### config.mk
export PLATFORM = sky130hd
export DESIGN_NAME = pcs_socket_setup
export DESIGN_NICKNAME = d
export VERILOG_FILES = /design/src/rtl/pcs_pkg.sv /design/src/rtl/pcs_socket_setup.sv
export SDC_FILE = /design/constraint.sdc
export NUM_CORES = 1
export LEC_CHECK = 0
export ABC_CLOCK_PERIOD_IN_PS = 6900
export BUFFER_PORTS_ARGS = -buffer_cell sky130_fd_sc_hd__buf_2
export CAP_MARGIN = 20
export CORE_UTILIZATION = 45
export CTS_CLUSTER_DIAMETER = 60
export DETAILED_ROUTE_END_ITERATION = 16
export PLACE_DENSITY = 0.74
export SYNTH_ARGS = -nofsm -noshare
export SYNTH_HDL_FRONTEND = slang
export SYNTH_SLANG_ARGS = --single-unit
### constraint.sdc
create_clock -name mclk -period 6.9 [get_ports mclk]
set_clock_uncertainty 0.2 [all_clocks]
set_input_delay 1.725 -clock mclk [delete_from_list [all_inputs] [get_ports mclk]]
set_output_delay 1.725 -clock mclk [all_outputs]
set_load 0.05 [all_outputs]
### src/rtl/pcs_pkg.sv
// constants, offsets and carrier types of the 16-bit socket setup bank
// assumes one host clock domain; card pins arrive unsynchronised
package pcs_pkg;

  // legacy port pair
  localparam logic [15:0] PORT_BASE_A   = 16'h03E0;
  localparam logic [15:0] PORT_BASE_B   = 16'h03E2;

  // index window selection
  localparam logic [1:0]  IDX_WIN_LOW   = 2'h0;
  localparam logic [1:0]  IDX_WIN_HIGH  = 2'h2;

  // register indices inside the window
  localparam logic [5:0]  IDX_IDENT     = 6'h00;
  localparam logic [5:0]  IDX_STATUS    = 6'h01;
  localparam logic [5:0]  IDX_POWER     = 6'h02;
  localparam logic [5:0]  IDX_INTGEN    = 6'h03;
  localparam logic [5:0]  IDX_CSC       = 6'h04;
  localparam logic [5:0]  IDX_CSCINT    = 6'h05;
  localparam logic [5:0]  IDX_GLOBAL    = 6'h1E;
  localparam logic [5:0]  IDX_MISC1     = 6'h2F;

  // field positions
  localparam int POW_DRIVE   = 7;
  localparam int POW_AUTO    = 5;
  localparam int POW_SUPPLY  = 4;
  localparam int IG_RING     = 7;
  localparam int IG_RESET    = 6;
  localparam int IG_IOCARD   = 5;
  localparam int GL_ACKMODE  = 2;
  localparam int CSC_CD      = 3;
  localparam int CSC_RDY     = 2;
  localparam int CSC_BWARN   = 1;
  localparam int CSC_BDEAD   = 0;

  // identification fields
  localparam logic [1:0]  IFACE_MEM_IO  = 2'h2;

  // values after reset
  localparam logic [7:0]  POWER_RST     = 8'h00;
  localparam logic [7:0]  INTGEN_RST    = 8'h00;
  localparam logic [7:0]  CSCINT_RST    = 8'h00;
  localparam logic [3:0]  GLOBAL_RST    = 4'h0;
  localparam logic [3:0]  CSC_RST       = 4'h0;
  localparam logic [7:0]  INDEX_RST     = 8'h00;

  // card pins, all raw from the socket
  typedef struct packed {
    logic ready;
    logic wp;
    logic cd1_n;
    logic cd2_n;
    logic bvd1_stschg_n;
    logic bvd2;
    logic ireq_n;
  } pcs_pins_t;

endpackage

### src/rtl/pcs_socket_setup.sv
// general setup and status bank of one 16-bit card socket, legacy port pair
// assumes host bus strobes on mclk; card pins asynchronous, synchronised here
module pcs_socket_setup #(
  parameter logic [3:0] REVISION = 4'h5 // arbitrary value
) (
  // clock and reset
  input  wire logic        mclk,
  input  wire logic        nrst,
  // host io port
  input  wire logic [15:0] io_addr,
  input  wire logic        io_wr,
  input  wire logic        io_rd,
  input  wire logic        io_wide,
  input  wire logic [15:0] io_wdata,
  output logic [7:0]       io_rdata_r,
  output logic             io_rvalid_r,
  // configuration space inputs and the card detect clear request output
  input  wire logic [15:0] legacy_base,
  input  wire logic        index_range_sel,
  input  wire logic        isa_irq_en,
  input  wire logic        mem_wp_bit,
  input  wire logic        evt_cd_cleared,
  output logic             evt_cd_clear_r,
  // card socket
  input  pcs_pkg::pcs_pins_t pins,
  output logic             supply_3v3_enable_n,
  output logic             supply_5v_enable_n,
  output logic             prog_voltage_enable_0,
  output logic             prog_voltage_enable_1,
  output logic             card_output_drive_enable,
  output logic             card_reset_r,
  output logic             card_write_block_r,
  output logic             ring_output_n,
  // system interrupts
  output logic [15:0]      card_irq_r,
  output logic [15:0]      status_change_irq_route_r,
  output logic             csc_inta_r
);

  function automatic logic [15:0] route(input logic [3:0] code);
    logic [15:0] v;
    v = 16'h0000;
    case (code)
      4'h3, 4'h4, 4'h5, 4'h7, 4'h9, 4'hA, 4'hB, 4'hC, 4'hE, 4'hF: v[code] = 1'b1;
      default: v = 16'h0000;
    endcase
    return v;
  endfunction

  //////////////////////////////////////////////////////////////////////////
  // pin synchronisers; stage one feeds stage two only
  pcs_pkg::pcs_pins_t s1_r, s2_r, s3_r;
  always_ff @(posedge mclk) begin
    if (!nrst) begin
      s1_r <= '1;
      s2_r <= '1;
      s3_r <= '1;
    end else begin
      s1_r <= pins;
      s2_r <= s1_r;
      s3_r <= s2_r;
    end
  end

  //////////////////////////////////////////////////////////////////////////
  // port decode
  logic [7:0] index_r;
  logic [7:0] power_r, intgen_r, cscint_r;
  logic [3:0] global_r, csc_r;
  logic       misc1_r;
  logic       base_ok, hit_idx, hit_dat, wr_go, rd_dat;
  logic [7:0] wr_idx, wr_val, acc_idx;
  logic       win_ok;
  logic [5:0] reg_sel;

  assign base_ok = (legacy_base == pcs_pkg::PORT_BASE_A) ||
                   (legacy_base == pcs_pkg::PORT_BASE_B);
  assign hit_idx = base_ok && (io_addr == legacy_base);
  assign hit_dat = base_ok && (io_addr == legacy_base + 16'h0001);
  assign wr_idx  = (hit_idx && io_wide) ? io_wdata[7:0] : index_r;
  assign wr_val  = (hit_idx && io_wide) ? io_wdata[15:8] : io_wdata[7:0];
  assign acc_idx = io_wr ? wr_idx : index_r;
  assign win_ok  = acc_idx[7:6] == (index_range_sel ? pcs_pkg::IDX_WIN_HIGH
                                                    : pcs_pkg::IDX_WIN_LOW);
  assign reg_sel = acc_idx[5:0];
  assign wr_go   = io_wr && win_ok && (hit_dat || (hit_idx && io_wide));
  assign rd_dat  = io_rd && hit_dat && win_ok;

  always_ff @(posedge mclk) begin
    if (!nrst)
      index_r <= pcs_pkg::INDEX_RST;
    else if (io_wr && hit_idx)
      index_r <= io_wdata[7:0];
  end

  //////////////////////////////////////////////////////////////////////////
  // control registers
  always_ff @(posedge mclk) begin
    if (!nrst) begin
      power_r  <= pcs_pkg::POWER_RST;
      intgen_r <= pcs_pkg::INTGEN_RST;
      cscint_r <= pcs_pkg::CSCINT_RST;
      global_r <= pcs_pkg::GLOBAL_RST;
      misc1_r  <= 1'b0;
    end else if (wr_go) begin
      case (reg_sel)
        pcs_pkg::IDX_POWER:  power_r  <= wr_val;
        pcs_pkg::IDX_INTGEN: intgen_r <= wr_val;
        pcs_pkg::IDX_CSCINT: cscint_r <= wr_val;
        pcs_pkg::IDX_GLOBAL: global_r <= wr_val[3:0];
        pcs_pkg::IDX_MISC1:  misc1_r  <= wr_val[0];
        default: ;
      endcase
    end
  end

  //////////////////////////////////////////////////////////////////////////
  // live status
  logic io_card, ring_en, present, pwr_want, pwr_on, ack_wr;
  logic cd_chg, rdy_rise, warn_in, dead_in, stsc_fall;
  logic [3:0] csc_set, csc_vis, csc_clr;
  logic [7:0] status_v, ident_v, rd_v;

  assign io_card  = intgen_r[pcs_pkg::IG_IOCARD];
  assign ring_en  = intgen_r[pcs_pkg::IG_RING];
  assign present  = !s2_r.cd1_n && !s2_r.cd2_n;
  assign pwr_want = power_r[pcs_pkg::POW_SUPPLY] &&
                    (!power_r[pcs_pkg::POW_AUTO] || present);
  assign pwr_on   = !supply_3v3_enable_n || !supply_5v_enable_n;
  assign ack_wr   = global_r[pcs_pkg::GL_ACKMODE];
  assign ident_v  = {pcs_pkg::IFACE_MEM_IO, 2'h0, REVISION};
  assign status_v = {1'b0, pwr_on, s2_r.ready, s2_r.wp,
                     !s2_r.cd2_n, !s2_r.cd1_n,
                     (io_card ? 1'b0 : s2_r.bvd2),
                     ((io_card && !ring_en) ? s2_r.bvd1_stschg_n : s2_r.bvd1_stschg_n)};

  //////////////////////////////////////////////////////////////////////////
  // status change flags; a set in the clearing cycle survives
  assign cd_chg    = (s2_r.cd1_n != s3_r.cd1_n) || (s2_r.cd2_n != s3_r.cd2_n);
  assign rdy_rise  = s2_r.ready && !s3_r.ready;
  assign warn_in   = {s2_r.bvd2, s2_r.bvd1_stschg_n} == 2'h1;
  assign dead_in   = !s2_r.bvd1_stschg_n;
  assign stsc_fall = !s2_r.bvd1_stschg_n && s3_r.bvd1_stschg_n;
  assign csc_set[pcs_pkg::CSC_CD]    = cd_chg && cscint_r[pcs_pkg::CSC_CD];
  assign csc_set[pcs_pkg::CSC_RDY]   = !io_card && rdy_rise &&
                                       cscint_r[pcs_pkg::CSC_RDY];
  assign csc_set[pcs_pkg::CSC_BWARN] = !io_card && cscint_r[pcs_pkg::CSC_BWARN] &&
                                       warn_in && !({s3_r.bvd2, s3_r.bvd1_stschg_n} == 2'h1);
  assign csc_set[pcs_pkg::CSC_BDEAD] = cscint_r[pcs_pkg::CSC_BDEAD] &&
                                       (io_card ? stsc_fall
                                                : (dead_in && s3_r.bvd1_stschg_n));
  // clears: write-one in explicit mode, whole register on read otherwise
  always_comb begin
    csc_clr = 4'h0;
    if (wr_go && reg_sel == pcs_pkg::IDX_CSC && ack_wr)
      csc_clr = wr_val[3:0];
    if (rd_dat && reg_sel == pcs_pkg::IDX_CSC && !ack_wr)
      csc_clr = 4'hF;
    if (evt_cd_cleared)
      csc_clr[pcs_pkg::CSC_CD] = 1'b1;
  end

  always_ff @(posedge mclk) begin
    if (!nrst)
      csc_r <= pcs_pkg::CSC_RST;
    else
      csc_r <= (csc_r & ~csc_clr) | csc_set;
  end

  // visible flags; disabled sources and io-card-only zeros masked
  assign csc_vis = csc_r & cscint_r[3:0] &
                   {1'b1, !io_card, !io_card, !(io_card && ring_en)};

  // cleared card detect flag asks the event register to drop its flags
  always_ff @(posedge mclk) begin
    if (!nrst)
      evt_cd_clear_r <= 1'b0;
    else
      evt_cd_clear_r <= csc_clr[pcs_pkg::CSC_CD] && !evt_cd_cleared &&
                        csc_r[pcs_pkg::CSC_CD];
  end

  //////////////////////////////////////////////////////////////////////////
  // read path, one cycle after the strobe
  always_comb begin
    rd_v = 8'h00;
    case (reg_sel)
      pcs_pkg::IDX_IDENT:  rd_v = ident_v;
      pcs_pkg::IDX_STATUS: rd_v = status_v;
      pcs_pkg::IDX_POWER:  rd_v = power_r;
      pcs_pkg::IDX_INTGEN: rd_v = intgen_r;
      pcs_pkg::IDX_CSC:    rd_v = {4'h0, csc_vis};
      pcs_pkg::IDX_CSCINT: rd_v = cscint_r;
      pcs_pkg::IDX_GLOBAL: rd_v = {4'h0, global_r};
      pcs_pkg::IDX_MISC1:  rd_v = {7'h00, misc1_r};
      default:             rd_v = 8'h00;
    endcase
  end

  always_ff @(posedge mclk) begin
    if (!nrst) begin
      io_rdata_r  <= 8'h00;
      io_rvalid_r <= 1'b0;
    end else begin
      io_rvalid_r <= io_rd && (hit_idx || hit_dat);
      io_rdata_r  <= (io_rd && hit_idx) ? index_r : (rd_dat ? rd_v : 8'h00);
    end
  end

  //////////////////////////////////////////////////////////////////////////
  // socket power and card control outputs
  always_ff @(posedge mclk) begin
    if (!nrst) begin
      supply_3v3_enable_n   <= 1'b1;
      supply_5v_enable_n    <= 1'b1;
      prog_voltage_enable_0 <= 1'b0;
      prog_voltage_enable_1 <= 1'b0;
    end else begin
      supply_3v3_enable_n   <= !(pwr_want && misc1_r);
      supply_5v_enable_n    <= !(pwr_want && !misc1_r);
      prog_voltage_enable_0 <= pwr_want && power_r[0];
      prog_voltage_enable_1 <= pwr_want && power_r[1];
    end
  end

  always_ff @(posedge mclk) begin
    if (!nrst) begin
      card_output_drive_enable <= 1'b0;
      card_reset_r             <= 1'b1;
      card_write_block_r       <= 1'b0;
      ring_output_n            <= 1'b1;
    end else begin
      card_output_drive_enable <= power_r[pcs_pkg::POW_DRIVE];
      card_reset_r             <= !intgen_r[pcs_pkg::IG_RESET];
      card_write_block_r       <= mem_wp_bit;
      ring_output_n            <= !(io_card && ring_en) ||
                                  s2_r.bvd1_stschg_n;
    end
  end

  //////////////////////////////////////////////////////////////////////////
  // interrupt routing; status change level held until cleared, no re-raise; card irq follows ireq_n only for an io card with isa_irq_en set
  always_ff @(posedge mclk) begin
    if (!nrst) begin
      card_irq_r <= 16'h0000;
      status_change_irq_route_r  <= 16'h0000;
      csc_inta_r <= 1'b0;
    end else begin
      card_irq_r <= (isa_irq_en && io_card && !s2_r.ireq_n) ?
                    route(intgen_r[3:0]) : 16'h0000;
      status_change_irq_route_r  <= (|csc_vis) ? route(cscint_r[7:4]) : 16'h0000;
      csc_inta_r <= (|csc_vis) && (route(cscint_r[7:4]) == 16'h0000);
    end
  end
endmodule

==> results of run 1 <==
## power breakdown
group | internal, uW | leakage (uW) | total (uW) | switching (uW)
Sequential | 648 | 0.000903 | 652 | 3.08
Clock | 299 | 0.000162 | 556 | 258
Combinational | 42.0 | 0.00167 | 118 | 75.8
Total | 989 | 0.00273 | 1330 | 337
## state kept, by name, summed over array words and instances, names as in the netlist, 4 cells and up
register,flops
s3_r,5
io_rdata_r,8
s1_r,7
card_irq_r,16
power_r,8
s2_r,7
cscint_r,8
intgen_r,8
status_change_irq_route_r,16
index_r,8
global_r,4
csc_r,4
## kinds of logic after synthesis
group                    synth area share
AO/OA/AOI/OAI                      0.1517
AND/OR/NAND/NOR                    0.2604
buffers and inverters             0.04061
flip-flops                         0.4243
multiplexers                      0.07190
other                           0.0007160
XOR/XNOR                          0.04324
adder cells (fa/ha/maj)          0.007168
## area by class of cell
cell class | count | share of cell area
clock inverter | 7 | 0.01685
timing repair buffer | 118 | 0.09631
sequential | 111 | 0.3563
multi-input combinational | 423 | 0.4561
clock buffer | 9 | 0.03612
inverter | 16 | 0.009631
tap | 143 | 0.02869
## worst max-delay path, cell delays in order
cell,delay (ps)
sky130_fd_sc_hd__buf_2,140
sky130_fd_sc_hd__inv_1,90
sky130_fd_sc_hd__ha_1,160
sky130_fd_sc_hd__nor2_1,60
sky130_fd_sc_hd__or4_4,490
sky130_fd_sc_hd__nor4_4,230
sky130_fd_sc_hd__nand4_4,380
sky130_fd_sc_hd__mux2i_1,990
sky130_fd_sc_hd__a22oi_1,300
sky130_fd_sc_hd__a21oi_1,240
sky130_fd_sc_hd__a21o_1,120
## cell usage in the layout, fill, tap and decap left out, types with 9 or more instances in the layout
cell	count
sky130_fd_sc_hd__a21oi_1	13
sky130_fd_sc_hd__buf_2	114
sky130_fd_sc_hd__clkbuf_16	9
sky130_fd_sc_hd__conb_1	12
sky130_fd_sc_hd__dfxtp_1	111
sky130_fd_sc_hd__inv_1	16
sky130_fd_sc_hd__mux2i_1	25
sky130_fd_sc_hd__nand2_1	42
sky130_fd_sc_hd__nand2b_1	22
sky130_fd_sc_hd__nand3_1	25
sky130_fd_sc_hd__nand3b_1	9
sky130_fd_sc_hd__nand4_1	12
sky130_fd_sc_hd__nor2_1	57
sky130_fd_sc_hd__nor3_1	21
sky130_fd_sc_hd__nor4_1	13
sky130_fd_sc_hd__o21ai_0	18
sky130_fd_sc_hd__xnor2_1	10
sky130_fd_sc_hd__xor2_1	14
## worst max path at each step
stage,depth (start not counted),to,startpoint,slack [ps]
after floorplan,10,cscint_r[7],legacy_base[10],2620
after global placement,10,cscint_r[7],legacy_base[0],1930
after detailed placement,11,io_rdata_r[7],legacy_base[0],1850
after CTS,11,io_rdata_r[2],legacy_base[0],2210
after global routing,11,io_rdata_r[0],legacy_base[0],1980
final,11,io_rdata_r[7],legacy_base[0],2070
## through the flow
step / util / setup slack (ps) / hold slack [ps] / cells
after global routing: 0.5485 / 1982 / 233.9 / 827
after floorplan: - / 2625 / 178.4 / 580
final: 0.5485 / 2066 / 210.7 / 827
after global placement: 0.5194 / 1932 / 188.2 / 811
after CTS: 0.5485 / 2206 / 212.2 / 827
after detailed placement: 0.5194 / 1854 / 192.9 / 811
## metal layers
metal,GRT usage,up-vias
li1,-,2264
met1,0.3478,2264
met2,0.3683,240
met3,0.05039,22
met4,0.07238,0
met5,0,-
==> run summary, run 1 <==
Among all cell types in the netlist, the one instantiated most often is sky130_fd_sc_hd__dfxtp_1. Row generation in the floorplan step produced 39 rows. No sink is reached through more buffers than the 2 on the longest clock path.

The number of endpoints with negative hold slack in the final report came out at 0. The number of hold buffers added after CTS was 0. The number of nets at the end of the flow is 746. In the synthesized netlist, the cells that appear most often are sky130_fd_sc_hd__dfxtp_1 (111), sky130_fd_sc_hd__nor2_1 (57), sky130_fd_sc_hd__nand2_1 (42). Summed over all failing endpoints, the final setup total negative slack is 0 ps. For the detailed-route via count, the log shows 4790. For the placed standard-cell area, the log shows 5906 um^2. The headroom to the max-slew limit was 0.2229. After global routing the overflow that remains totals 0. The die is 109.9 um tall. The die width was 109.9 um.

Compared with the post-synthesis result, the final layout area differs by 19.06%. The detailed-route DRC error count was 2; the core area was 11370 um^2. The worst setup path is captured at a register.

The placer's final routability congestion estimate is 0.9085, and the number of cell instances on the worst register-to-register path is 6. After detailed routing, the met2 layer carries 6580 um of wire. The worst hold path depth was 1; the final design area excluding fillers was 6236 um^2. The first TritonRoute pass finished after 12 iterations. Based on the critical path, the design can be clocked at up to 0.2069 GHz. The dominant synthesized flop cell was sky130_fd_sc_hd__dfxtp_1.

The synthesized area divided by synthesized cell count was 9.205 um^2. Total leakage power: 0.002731 uW. The fraction of synthesis flops using an asynchronous set or reset pin was 0. The run gives 5238 um^2 as the synthesized cell area. The worst hold path belongs to the class register to register.

The count of nets left with antenna violations once routing finished came out at 0. STA classifies the critical path startpoint as a primary input. Counting flops and latches in the post-synthesis netlist gives 111.

The tree is rooted in a sky130_fd_sc_hd__clkbuf_16. Ranked by total cell area, the synthesized netlist is headed by sky130_fd_sc_hd__dfxtp_1 (42%), sky130_fd_sc_hd__mux2i_1 (4.8%), sky130_fd_sc_hd__nor2_1 (4.1%), sky130_fd_sc_hd__nand2_1 (3.0%), sky130_fd_sc_hd__nand2b_1 (2.6%). The tools report the destination of the worst register-to-register timing path as io_rdata_r[7]. Synthesis produced a netlist whose cell count is 569. Share of layout cells above drive strength 1: 0.2383. The clock-pin slew reported for the worst setup and hold paths after clock tree synthesis works out to 80 ps.

Routed wire length: 14400 um. During synthesis, Yosys emitted a total of 0 warnings. The clock reaches the later pin of the worst-skew pair after 350 ps. Dividing the detail-routed wire length by the instance count gives 17.41 um. In the final layout, flip-flops and latches occupy 2222 um^2. The run gives 6290 um as the met1 wire length. The worst hold path begins at s1_r[5]. The tool flagged a number of max-cap violations equal to 0. At the pin with the least slew margin, the transition time is 1133 ps. The biggest area contributor in the post-synthesis netlist is sky130_fd_sc_hd__dfxtp_1. The all-layer global routing usage was 0.2440.

Max-slew violation total from the final report: 0. The tools report the CTS buffer count as 9. The number of global-route vias before repair is 4246. Number of fillers in the final layout: 1020.

At the worst endpoint, the arrival time is 4930 ps. The tools report the number of distinct standard cells referenced by the synthesized netlist as 70. The highest metal layer with signal wires was met4. The fraction of the cycle the final worst path needs was 0.7006; the global-route wire length before repair was 22230 um.

The startpoint-to-endpoint class of the critical path was primary input to register. Setup repair after global routing left no endpoint under its margin. In this run the worst path has a maximum fanout of 16.

The run finished, with violations left. The fraction of the yosys area taken by sequential cells was 0.4243; the overall power consumption was 1326 uW. The number of vias per cell after detailed routing is 5.792.

The share of Yosys cell area claimed by the top area cell type is 0.4243, and the pin count of the biggest net entering global routing is 49. The initial cell density of the core was 0.4607; the count of H-tree levels built during CTS was 3. The repair_antennas step left the layout with diodes totalling 0. The number of instances resized during post-cts repair was 0; the I/O pin count was 115. The count of buffers inserted at the top-level ports was 114; the time the final worst path needs with I/O delays and setup was 4834 ps.

CTS saw 111 sinks. Summing all multi-input logic gate instances after layout gives 2844 um^2. Worst reg2reg path startpoint: index_r[2].

The die covers 12070 um^2. For the required arrival time at the worst endpoint, the log shows 6990 ps. The final reports fail on design-rule violations.

For this design the ratio of total power to cell area is 212.6 nW/um^2. The end point of the most critical hold path was s2_r[5]. Detailed placement ended at an HPWL of 10780 um.

The number of synthesized flops with an enable pin was 0. Setup violations remaining at the end of the flow were counted as 0. In this run, the number of DRC markers left after iteration 0 of detailed routing was 612. The routed wire length on met3 was 1333 um; the buffer count from post-CTS setup fixing was 0. Initial antenna violation count: 0.

TritonCTS built the clock tree. VDD sags by at most 225.2 uV. The setup check on the worst reg-to-reg path leaves a slack of 3850 ps.
(Power assumes the default switching activity.)
==> run 2: changes to the inputs <==
--- a/config.mk
+++ b/config.mk
@@ -5,7 +5,7 @@
 export SDC_FILE = /design/constraint.sdc
 export NUM_CORES = 1
 export LEC_CHECK = 0
-export ABC_CLOCK_PERIOD_IN_PS = 6900
+export ABC_CLOCK_PERIOD_IN_PS = 4800
 export BUFFER_PORTS_ARGS = -buffer_cell sky130_fd_sc_hd__buf_2
 export CAP_MARGIN = 20
 export CORE_UTILIZATION = 45
==> constraint.sdc (replaced) <==
create_clock -name mclk -period 4.8 [get_ports mclk]
set_clock_uncertainty 0.2 [all_clocks]
set_input_delay 1.2 -clock mclk [delete_from_list [all_inputs] [get_ports mclk]]
set_output_delay 1.2 -clock mclk [all_outputs]
set_load 0.05 [all_outputs]
==> run 2 against run 1 <==
  * The flow now finishes without violations
  * Sequential share of layout area decreased by 0.18 points
  * Via count increased by 0.54%
  * Non-clock buffer count increased by 10
  * Setup slack got worse by 1200 ps
  * Flip-flop and latch count is the same
  * Largest power group unchanged
  * Die area stayed put
  * Core utilization is 0.29 points higher
  * Clock-buffer cell count rose by 1
  * Critical endpoint is now io_rdata_r[2]
  * Register-to-register slack lost 1800 ps
==> run summary, run 2 (synthesized netlist as in run 1, its figures left out) <==
The pin count of the biggest net entering global routing is 49, and the routed wire length is 14390 um. IR analysis of the VDD net gives a maximum drop of 291.6 uV. Gates resized during post-CTS repair numbered 0.

The run gives 0.9246 as the placer's final routability congestion estimate. Setup repair after global routing left no endpoint under its margin. After the last flow step, the layout net total stands at 756. The power per cell area is 290.9 nW/um^2, and the count of buffers inserted at the top-level ports is 114.

For the required arrival time at the worst endpoint, the log shows 4890 ps. TritonCTS built the clock tree. The tools report the initial antenna violation count as 0. The share of layout cells above drive strength 1 came out at 0.2478. The logs give 11370 um^2 for the core area and 0 for the number of endpoints with negative hold slack in the final report. The tools report the worst reg2reg path startpoint as index_r[2]. The average wire length per cell after detail routing was 17.19 um; the overall power consumption was 1824 uW. For the headroom to the max-slew limit, the log shows 0.3576.

Clock tree synthesis inserted a total of 9 buffers. The max-slew violation total from the final report was 0. For the worst setup slack for register-to-register paths, the log shows 2090 ps.

The total leakage power is 0.002757 uW, and the worst hold margin is 208.1 ps. The run finished with clean final reports. The fmax is 0.2515 GHz. The tree built by TritonCTS fans out to 111 sinks. The library cell used as clock root buffer was sky130_fd_sc_hd__clkbuf_16. For this design the top-level I/O count stands at 115.

The run gives 0 as the total of hold buffers inserted after clock tree synthesis. In the layout the commonest cells are sky130_fd_sc_hd__buf_2 (114), sky130_fd_sc_hd__dfxtp_1 (111), sky130_fd_sc_hd__nor2_1 (57). The total overflow left after global routing is 0. The number of vias per cell after detailed routing works out to 5.754.

The die covers 12070 um^2. The floorplan has 39 rows. For the total of max-cap violations, the log shows 0. STA classifies the critical path startpoint as a primary input.

Destination of the worst register-to-register timing path: intgen_r[7]. The count of nets left with antenna violations once routing finished came out at 0. The run gives 0 ps as the final total negative setup slack. Of all nets on the critical path, the largest fanout is 14.

The number of search-and-repair iterations in the first detailed-routing pass is 5, and the vertical extent of the die is 109.9 um. The tools report the critical path capture point as io_rdata_r[2]. For the worst flop-to-flop path, the logic depth is 6.

Kind of end point of the critical path: a register. The detailed-route via count came out at 4816. In this run the most critical hold path is launched from s1_r[0]. In this run the number of H-tree levels came out at 3. The all-layer global routing usage is 0.2471. The worst min-delay path category is register to register.

For the number of diodes, the log shows 0. The die width came out at 109.9 um. Setup violations remaining at the end of the flow were counted as 0. Worst-margin pin slew: 960.1 ps. After detailed routing, the number of remaining DRC violations is 0. STA puts the critical path data arrival time at 4070 ps.

The clock-pin slew reported for the worst setup and hold paths after clock tree synthesis works out to 70 ps. For the half-perimeter wire length after placement, the log shows 10970 um. In this run the worst setup path begins at legacy_base[0]. For the later-pin clock latency in the skew report, the log shows 350 ps. Maximum clock insertion buffer count: 2. Startpoint-to-endpoint class of the critical path: primary input to register. The largest registers in the layout are card_irq_r x16, status_change_irq_route_r x16.

The fraction of the cycle the final worst path needs was 0.8283; the global-route wire length before repair was 22490 um. The number of setup buffers added after CTS is 0. The tools report the initial cell density of the core as 0.4607. From synthesis to final layout, the design area changed by 19.68%. After the first detailed-routing iteration, the DRC count stood at 452.

The time the final worst path needs with I/O delays and setup is 3976 ps. For the number of global-route vias before repair, the log shows 4414. The commonest non-fill, non-tap cell in the layout was sky130_fd_sc_hd__buf_2.
run 2: changes by cell type in the layout (fill, tap and decap cells not counted), sizes merged:
cell      change
clkinvlp      +1
inv           -1
clkbuf        +1
bufinv        -1
buf          +10
run 2: final cells by class:
class	count	area (um^2)
repair buffers	128	675.6
clock inverters	6	58.81
fillers	1023	5101
flip-flops and latches	111	2222
multi-input cells	423	2844
well taps	143	178.9
clock buffers	10	229.0
inverters	16	60.06
run 2: layer usage:
layer / up-vias / track usage / wire length, um
li1: 2290 / - / -
met2: 233 / 0.3683 / 6369
met3: 29 / 0.06698 / 1300
met1: 2264 / 0.3380 / 6349
met5: - / 0 / 0
met4: 0 / 0.09429 / 372
run 2: worst max-delay path, stage by stage:
cell                      delay, ps
sky130_fd_sc_hd__buf_2          130
sky130_fd_sc_hd__inv_1           80
sky130_fd_sc_hd__ha_1           150
sky130_fd_sc_hd__nor2_1          50
sky130_fd_sc_hd__or4_4          490
sky130_fd_sc_hd__nor4_4         220
sky130_fd_sc_hd__nand4_4        350
sky130_fd_sc_hd__mux2i_1        390
sky130_fd_sc_hd__nand4_1        420
sky130_fd_sc_hd__a41oi_1        450
sky130_fd_sc_hd__a21o_1         130
run 2: power by group:
part	internal, uW	switching [uW]
Clock	364	347
Combinational	63.9	112
Sequential	932	3.96
run 2: worst min path at each step:
stage               cells after the start  slack (ps)             endpoint
floorplan                               1         180  supply_3v3_enable_n
global placement                        1         190              s2_r[1]
detailed placement                      1         190              s2_r[0]
CTS                                     1         210              s2_r[0]
global route                            1         220              s2_r[2]
finish                                  1         210              s2_r[0]
run 2: through the flow:
step	instance area [um^2]	instances	worst slack, ps	utilization
final	6269	837	824.2	0.5513
after global routing	6269	837	478.9	0.5513
after CTS	6269	837	849.5	0.5513
after detailed placement	5981	821	498.7	0.5260
after global placement	5981	821	523.0	0.5260
after floorplan	5279	580	1050	-
==> run 3: changes to the inputs <==
--- a/config.mk
+++ b/config.mk
@@ -5,13 +5,14 @@
 export SDC_FILE = /design/constraint.sdc
 export NUM_CORES = 1
 export LEC_CHECK = 0
-export ABC_CLOCK_PERIOD_IN_PS = 4800
+export ABC_AREA = 1
+export ABC_CLOCK_PERIOD_IN_PS = 3230
 export BUFFER_PORTS_ARGS = -buffer_cell sky130_fd_sc_hd__buf_2
 export CAP_MARGIN = 20
 export CORE_UTILIZATION = 45
 export CTS_CLUSTER_DIAMETER = 60
 export DETAILED_ROUTE_END_ITERATION = 16
-export PLACE_DENSITY = 0.74
+export PLACE_DENSITY = 0.76
 export SYNTH_ARGS = -nofsm -noshare
 export SYNTH_HDL_FRONTEND = slang
 export SYNTH_SLANG_ARGS = --single-unit
==> constraint.sdc (replaced) <==
create_clock -name mclk -period 3.23 [get_ports mclk]
set_clock_uncertainty 0.2 [all_clocks]
set_input_delay 0.8075 -clock mclk [delete_from_list [all_inputs] [get_ports mclk]]
set_output_delay 0.8075 -clock mclk [all_outputs]
set_load 0.05 [all_outputs]
==> run 3 against run 2 <==
  * Cell count up 45%
  * Register-to-register slack lost 730 ps
  * Critical path type unchanged
  * Combinational power up 97%
  * Total power is 57% higher
  * Core utilization is 6.8 points higher
  * Synthesized cell count up 45%
  * Non-clock buffer count grew 78
  * Setup slack got worse by 710 ps
  * Critical path depth increased by 8
  * First-iteration DRC count up 41%
  * Critical endpoint is now csc_r[3]
  * Sequential power up 49%
==> run summary, run 3 <==
The run gives 1105 as the number of nets at the end of the flow. VDD sags by at most 494.5 uV. The number of endpoints with negative hold slack in the final report is 0.

The kind of launch point of the worst setup path is a primary input. Once detailed placement completed, the half-perimeter wirelength came to 12600 um. Compared with the post-synthesis result, the final layout area differs by 32.39%.

The fraction of the yosys area taken by sequential cells came out at 0.3892. The flow ran to the end, and the final reports show no timing, DRC or antenna violations. The longest clock path from root to sink contains 2 buffers. Dividing total power by cell area gives a power density of 378.1 nW/um^2.

After detailed routing, the number of remaining DRC violations is 0. After the first detailed-routing iteration, the DRC count stood at 638. Clock tree synthesis selected as its root buffer the cell sky130_fd_sc_hd__clkbuf_16. The kind of end point of the critical path was a register. The logs give 0.392 for the fraction of power consumed by the clock network and 3150 ps for the data arrival time of the critical path. CTS built an H-tree with a depth of 3. The setup path with the least slack is of type primary input to register.

The run gives 5324 as the number of global-route vias before repair. At the pin with the least slew margin, the transition time is 541.5 ps. STA puts the critical path data required time at 3270 ps.

Ranked by instance count, the synthesized netlist is headed by sky130_fd_sc_hd__nand2_1 (195), sky130_fd_sc_hd__dfxtp_1 (111), sky130_fd_sc_hd__inv_1 (109). Input and output buffers added on the ports amount to 114. The first global-routing pass estimated 25480 um of wire. At the later pin of the worst-skew pair, clock insertion delay measures 350 ps. The max-slew violation total from the final report is 0, and the switching power is 726.7 uW.

Dividing the detail-routed wire length by the instance count gives 13.54 um. The die outline area is 13140 um^2. The logic gate share of total power is 0.121.

Dominant synthesized flop cell: sky130_fd_sc_hd__dfxtp_1. The time the final worst path needs with I/O delays and setup is 3113 ps. Entering global routing, the biggest net connects 50 pins. Clock-pin slew was measured on the worst setup and hold paths at 70 ps.

For the total of max-cap violations, the log shows 0. The fraction of the cycle the final worst path needs works out to 0.9637. The run gives 0.487 as the sequential group share of total power.

Worst setup margin: 117.2 ps. The run gives 0 as the overall overflow remaining after global route. Number of distinct standard cells referenced by the synthesized netlist: 41.

TritonCTS built the clock tree. The CTS buffer count is 9. After synthesis, the cell types taking the most area are sky130_fd_sc_hd__dfxtp_1 (39%), sky130_fd_sc_hd__nand2_1 (13%), sky130_fd_sc_hd__inv_1 (7.2%), sky130_fd_sc_hd__nor2_1 (5.5%), sky130_fd_sc_hd__nand3_1 (4.9%).

The worst min-delay path category was register to register. Across all layers, the routed design uses 6089 vias. In this run, synthesis produced a sequential element count of 111. Buffers inserted to repair hold after CTS numbered 0. The tools report the warning count from the yosys run as 0.

The number of setup violations in the final report came out at 0. Fill cells in the final layout number 1138. After detailed routing, the number of vias per cell comes to 5.020. The share of Yosys cell area claimed by the top area cell type was 0.3892.

The run gives 0.4675 as the initial cell density of the core. Dominant cell type by area after synthesis: sky130_fd_sc_hd__dfxtp_1. Largest fanout on the critical path: 8. Count of standard-cell rows: 40. The headroom to the max-slew limit was 0.6380; the I/O pin count was 115. Prior to clock tree synthesis, the placed netlist has a worst setup slack of -302.6 ps. The fraction of synthesis flops using an asynchronous set or reset pin works out to 0. The library cell used most frequently in the layout, excluding fill and tap cells, is sky130_fd_sc_hd__nand2_1.

The internal power of the cells totals 2131 uW. For this run, the detailed router's first-pass iteration total came to 7. Yosys instantiated no cell more often than sky130_fd_sc_hd__nand2_1.

In this run the static leakage power is 0.003674 uW. The cell count after synthesis came out at 827. The fraction of power spent switching nets is 0.2543. In this run, synthesis inferred 0 flip-flops with an integrated enable. The logs give 16420 um for the routed wire length and 0 for the number of nets with antenna violations after detailed routing.

In the layout the commonest cells are sky130_fd_sc_hd__nand2_1 (190), sky130_fd_sc_hd__buf_2 (113), sky130_fd_sc_hd__dfxtp_1 (111). Routability-driven placement finished with a final weighted congestion of 0.9640. The all-layer global routing usage is 0.2516, and the synthesized cell area is 5709 um^2.

The share of layout cells above drive strength 1 was 0.3068. Initial antenna violation count: 2. Derived from the worst setup path, the maximum achievable clock frequency is 0.3213 GHz. End-of-flow core utilization: 0.6190. The clock drives 111 sinks. The synthesized area divided by synthesized cell count was 6.904 um^2. Core area: 12210 um^2. Vertical extent of the die: 114.6 um. Measured along the x axis, the die boundary spans 114.6 um. The largest registers in the layout are card_irq_r x16, status_change_irq_route_r x16.
run 3: changes by cell type in the layout (fill, tap and decap cells not counted), sizes merged, moves of 32 or more:
cell / previous run / this run
a21oi: 13 / 50
buf: 128 / 205
inv: 20 / 119
nand2: 42 / 217
nand3: 25 / 58
nor2: 57 / 99
o21ai: 18 / 50
run 3: layout make-up:
| type | instances | area [um^2] | share of cell area |
|---|---|---|---|
| flip-flops and latches | 111 | 2222 | 0.2940 |
| inverters | 118 | 447.9 | 0.05926 |
| multi-input cells | 592 | 3085 | 0.4082 |
| well taps | 168 | 210.2 | 0.02781 |
| diodes | 2 | 5.005 | 0.0006621 |
| clock inverters | 7 | 78.83 | 0.01043 |
| repair buffers | 206 | 1284 | 0.1698 |
| clock buffers | 9 | 225.2 | 0.02980 |
run 3: metrics by stage:
step           hold WS, ps  area, um^2  cells  setup TNS, ps  power (uW)
3_5_place_dp         198.0        7049   1187          -9645        1751
6_report             212.5        7559   1213              0        2858
3_3_place_gp         193.8        7049   1187          -6459        1747
4_1_cts              215.7        7353   1203              0        2868
5_1_grt              223.4        7559   1213         -736.5        2968
2_1_floorplan        170.8        5751    838              0        1596
run 3: power groups by stage:
| stage | sequential, uW | combinational (uW) | clock, uW |
|---|---|---|---|
| final | 1390 | 346 | 1120 |
| after global placement | 1420 | 324 | 0 |
| after detailed placement | 1420 | 328 | 0 |
| after CTS | 1390 | 329 | 1150 |
| after floorplan | 1450 | 143 | 0 |
| after global routing | 1390 | 381 | 1190 |
run 3: repair_timing:
item | CTS | global route
buffers inserted | 0 | 7
gates resized for setup | 0 | 33
endpoints found under the setup margin | 0 | 42
run 3: cells by family after synthesis:
logic type	after synthesis	share of synthesized area
buffers and inverters	136	0.09949
multiplexers	8	0.01578
flip-flops	111	0.3892
other	1	0.0006568
XOR/XNOR	14	0.02148
AND/OR/NAND/NOR	447	0.3684
AO/OA/AOI/OAI	107	0.09840
adder cells (fa/ha/maj)	3	0.006575
run 3: critical path: stages:
cell and delay [ps]:
sky130_fd_sc_hd__buf_2 120, sky130_fd_sc_hd__inv_2 80, sky130_fd_sc_hd__ha_2 180, sky130_fd_sc_hd__nor2_1 70, sky130_fd_sc_hd__nor2_1 120, sky130_fd_sc_hd__nand2_1 80
sky130_fd_sc_hd__nor2_2 120, sky130_fd_sc_hd__nand3_2 100, sky130_fd_sc_hd__nor2_4 220, sky130_fd_sc_hd__nand4_1 160, sky130_fd_sc_hd__nand2_2 150, sky130_fd_sc_hd__nand2_4 120
sky130_fd_sc_hd__inv_1 120, sky130_fd_sc_hd__nand3_1 120, sky130_fd_sc_hd__nor2_1 160, sky130_fd_sc_hd__buf_4 160, sky130_fd_sc_hd__nand3_1 110, sky130_fd_sc_hd__nand3_1 110
sky130_fd_sc_hd__o21ai_1 60
run 3: final timing paths:
path | from | endpoint | slack (ps) | depth (start not counted)
max | legacy_base[0] | csc_r[3] | 120 | 19
min | s1_r[4] | s2_r[4] | 210 | 1
max reg2reg | intgen_r[5] | card_irq_r[14] | 1360 | 6
min reg2reg | s1_r[4] | s2_r[4] | 210 | 1
run 3: per-layer routing:
layer,GRT usage,vias up,wire [um]
met1,0.3488,2715,7454
met4,0.08398,0,347
met5,0,-,0
met2,0.3806,284,7030
met3,0.06247,29,1589
li1,-,3061,-
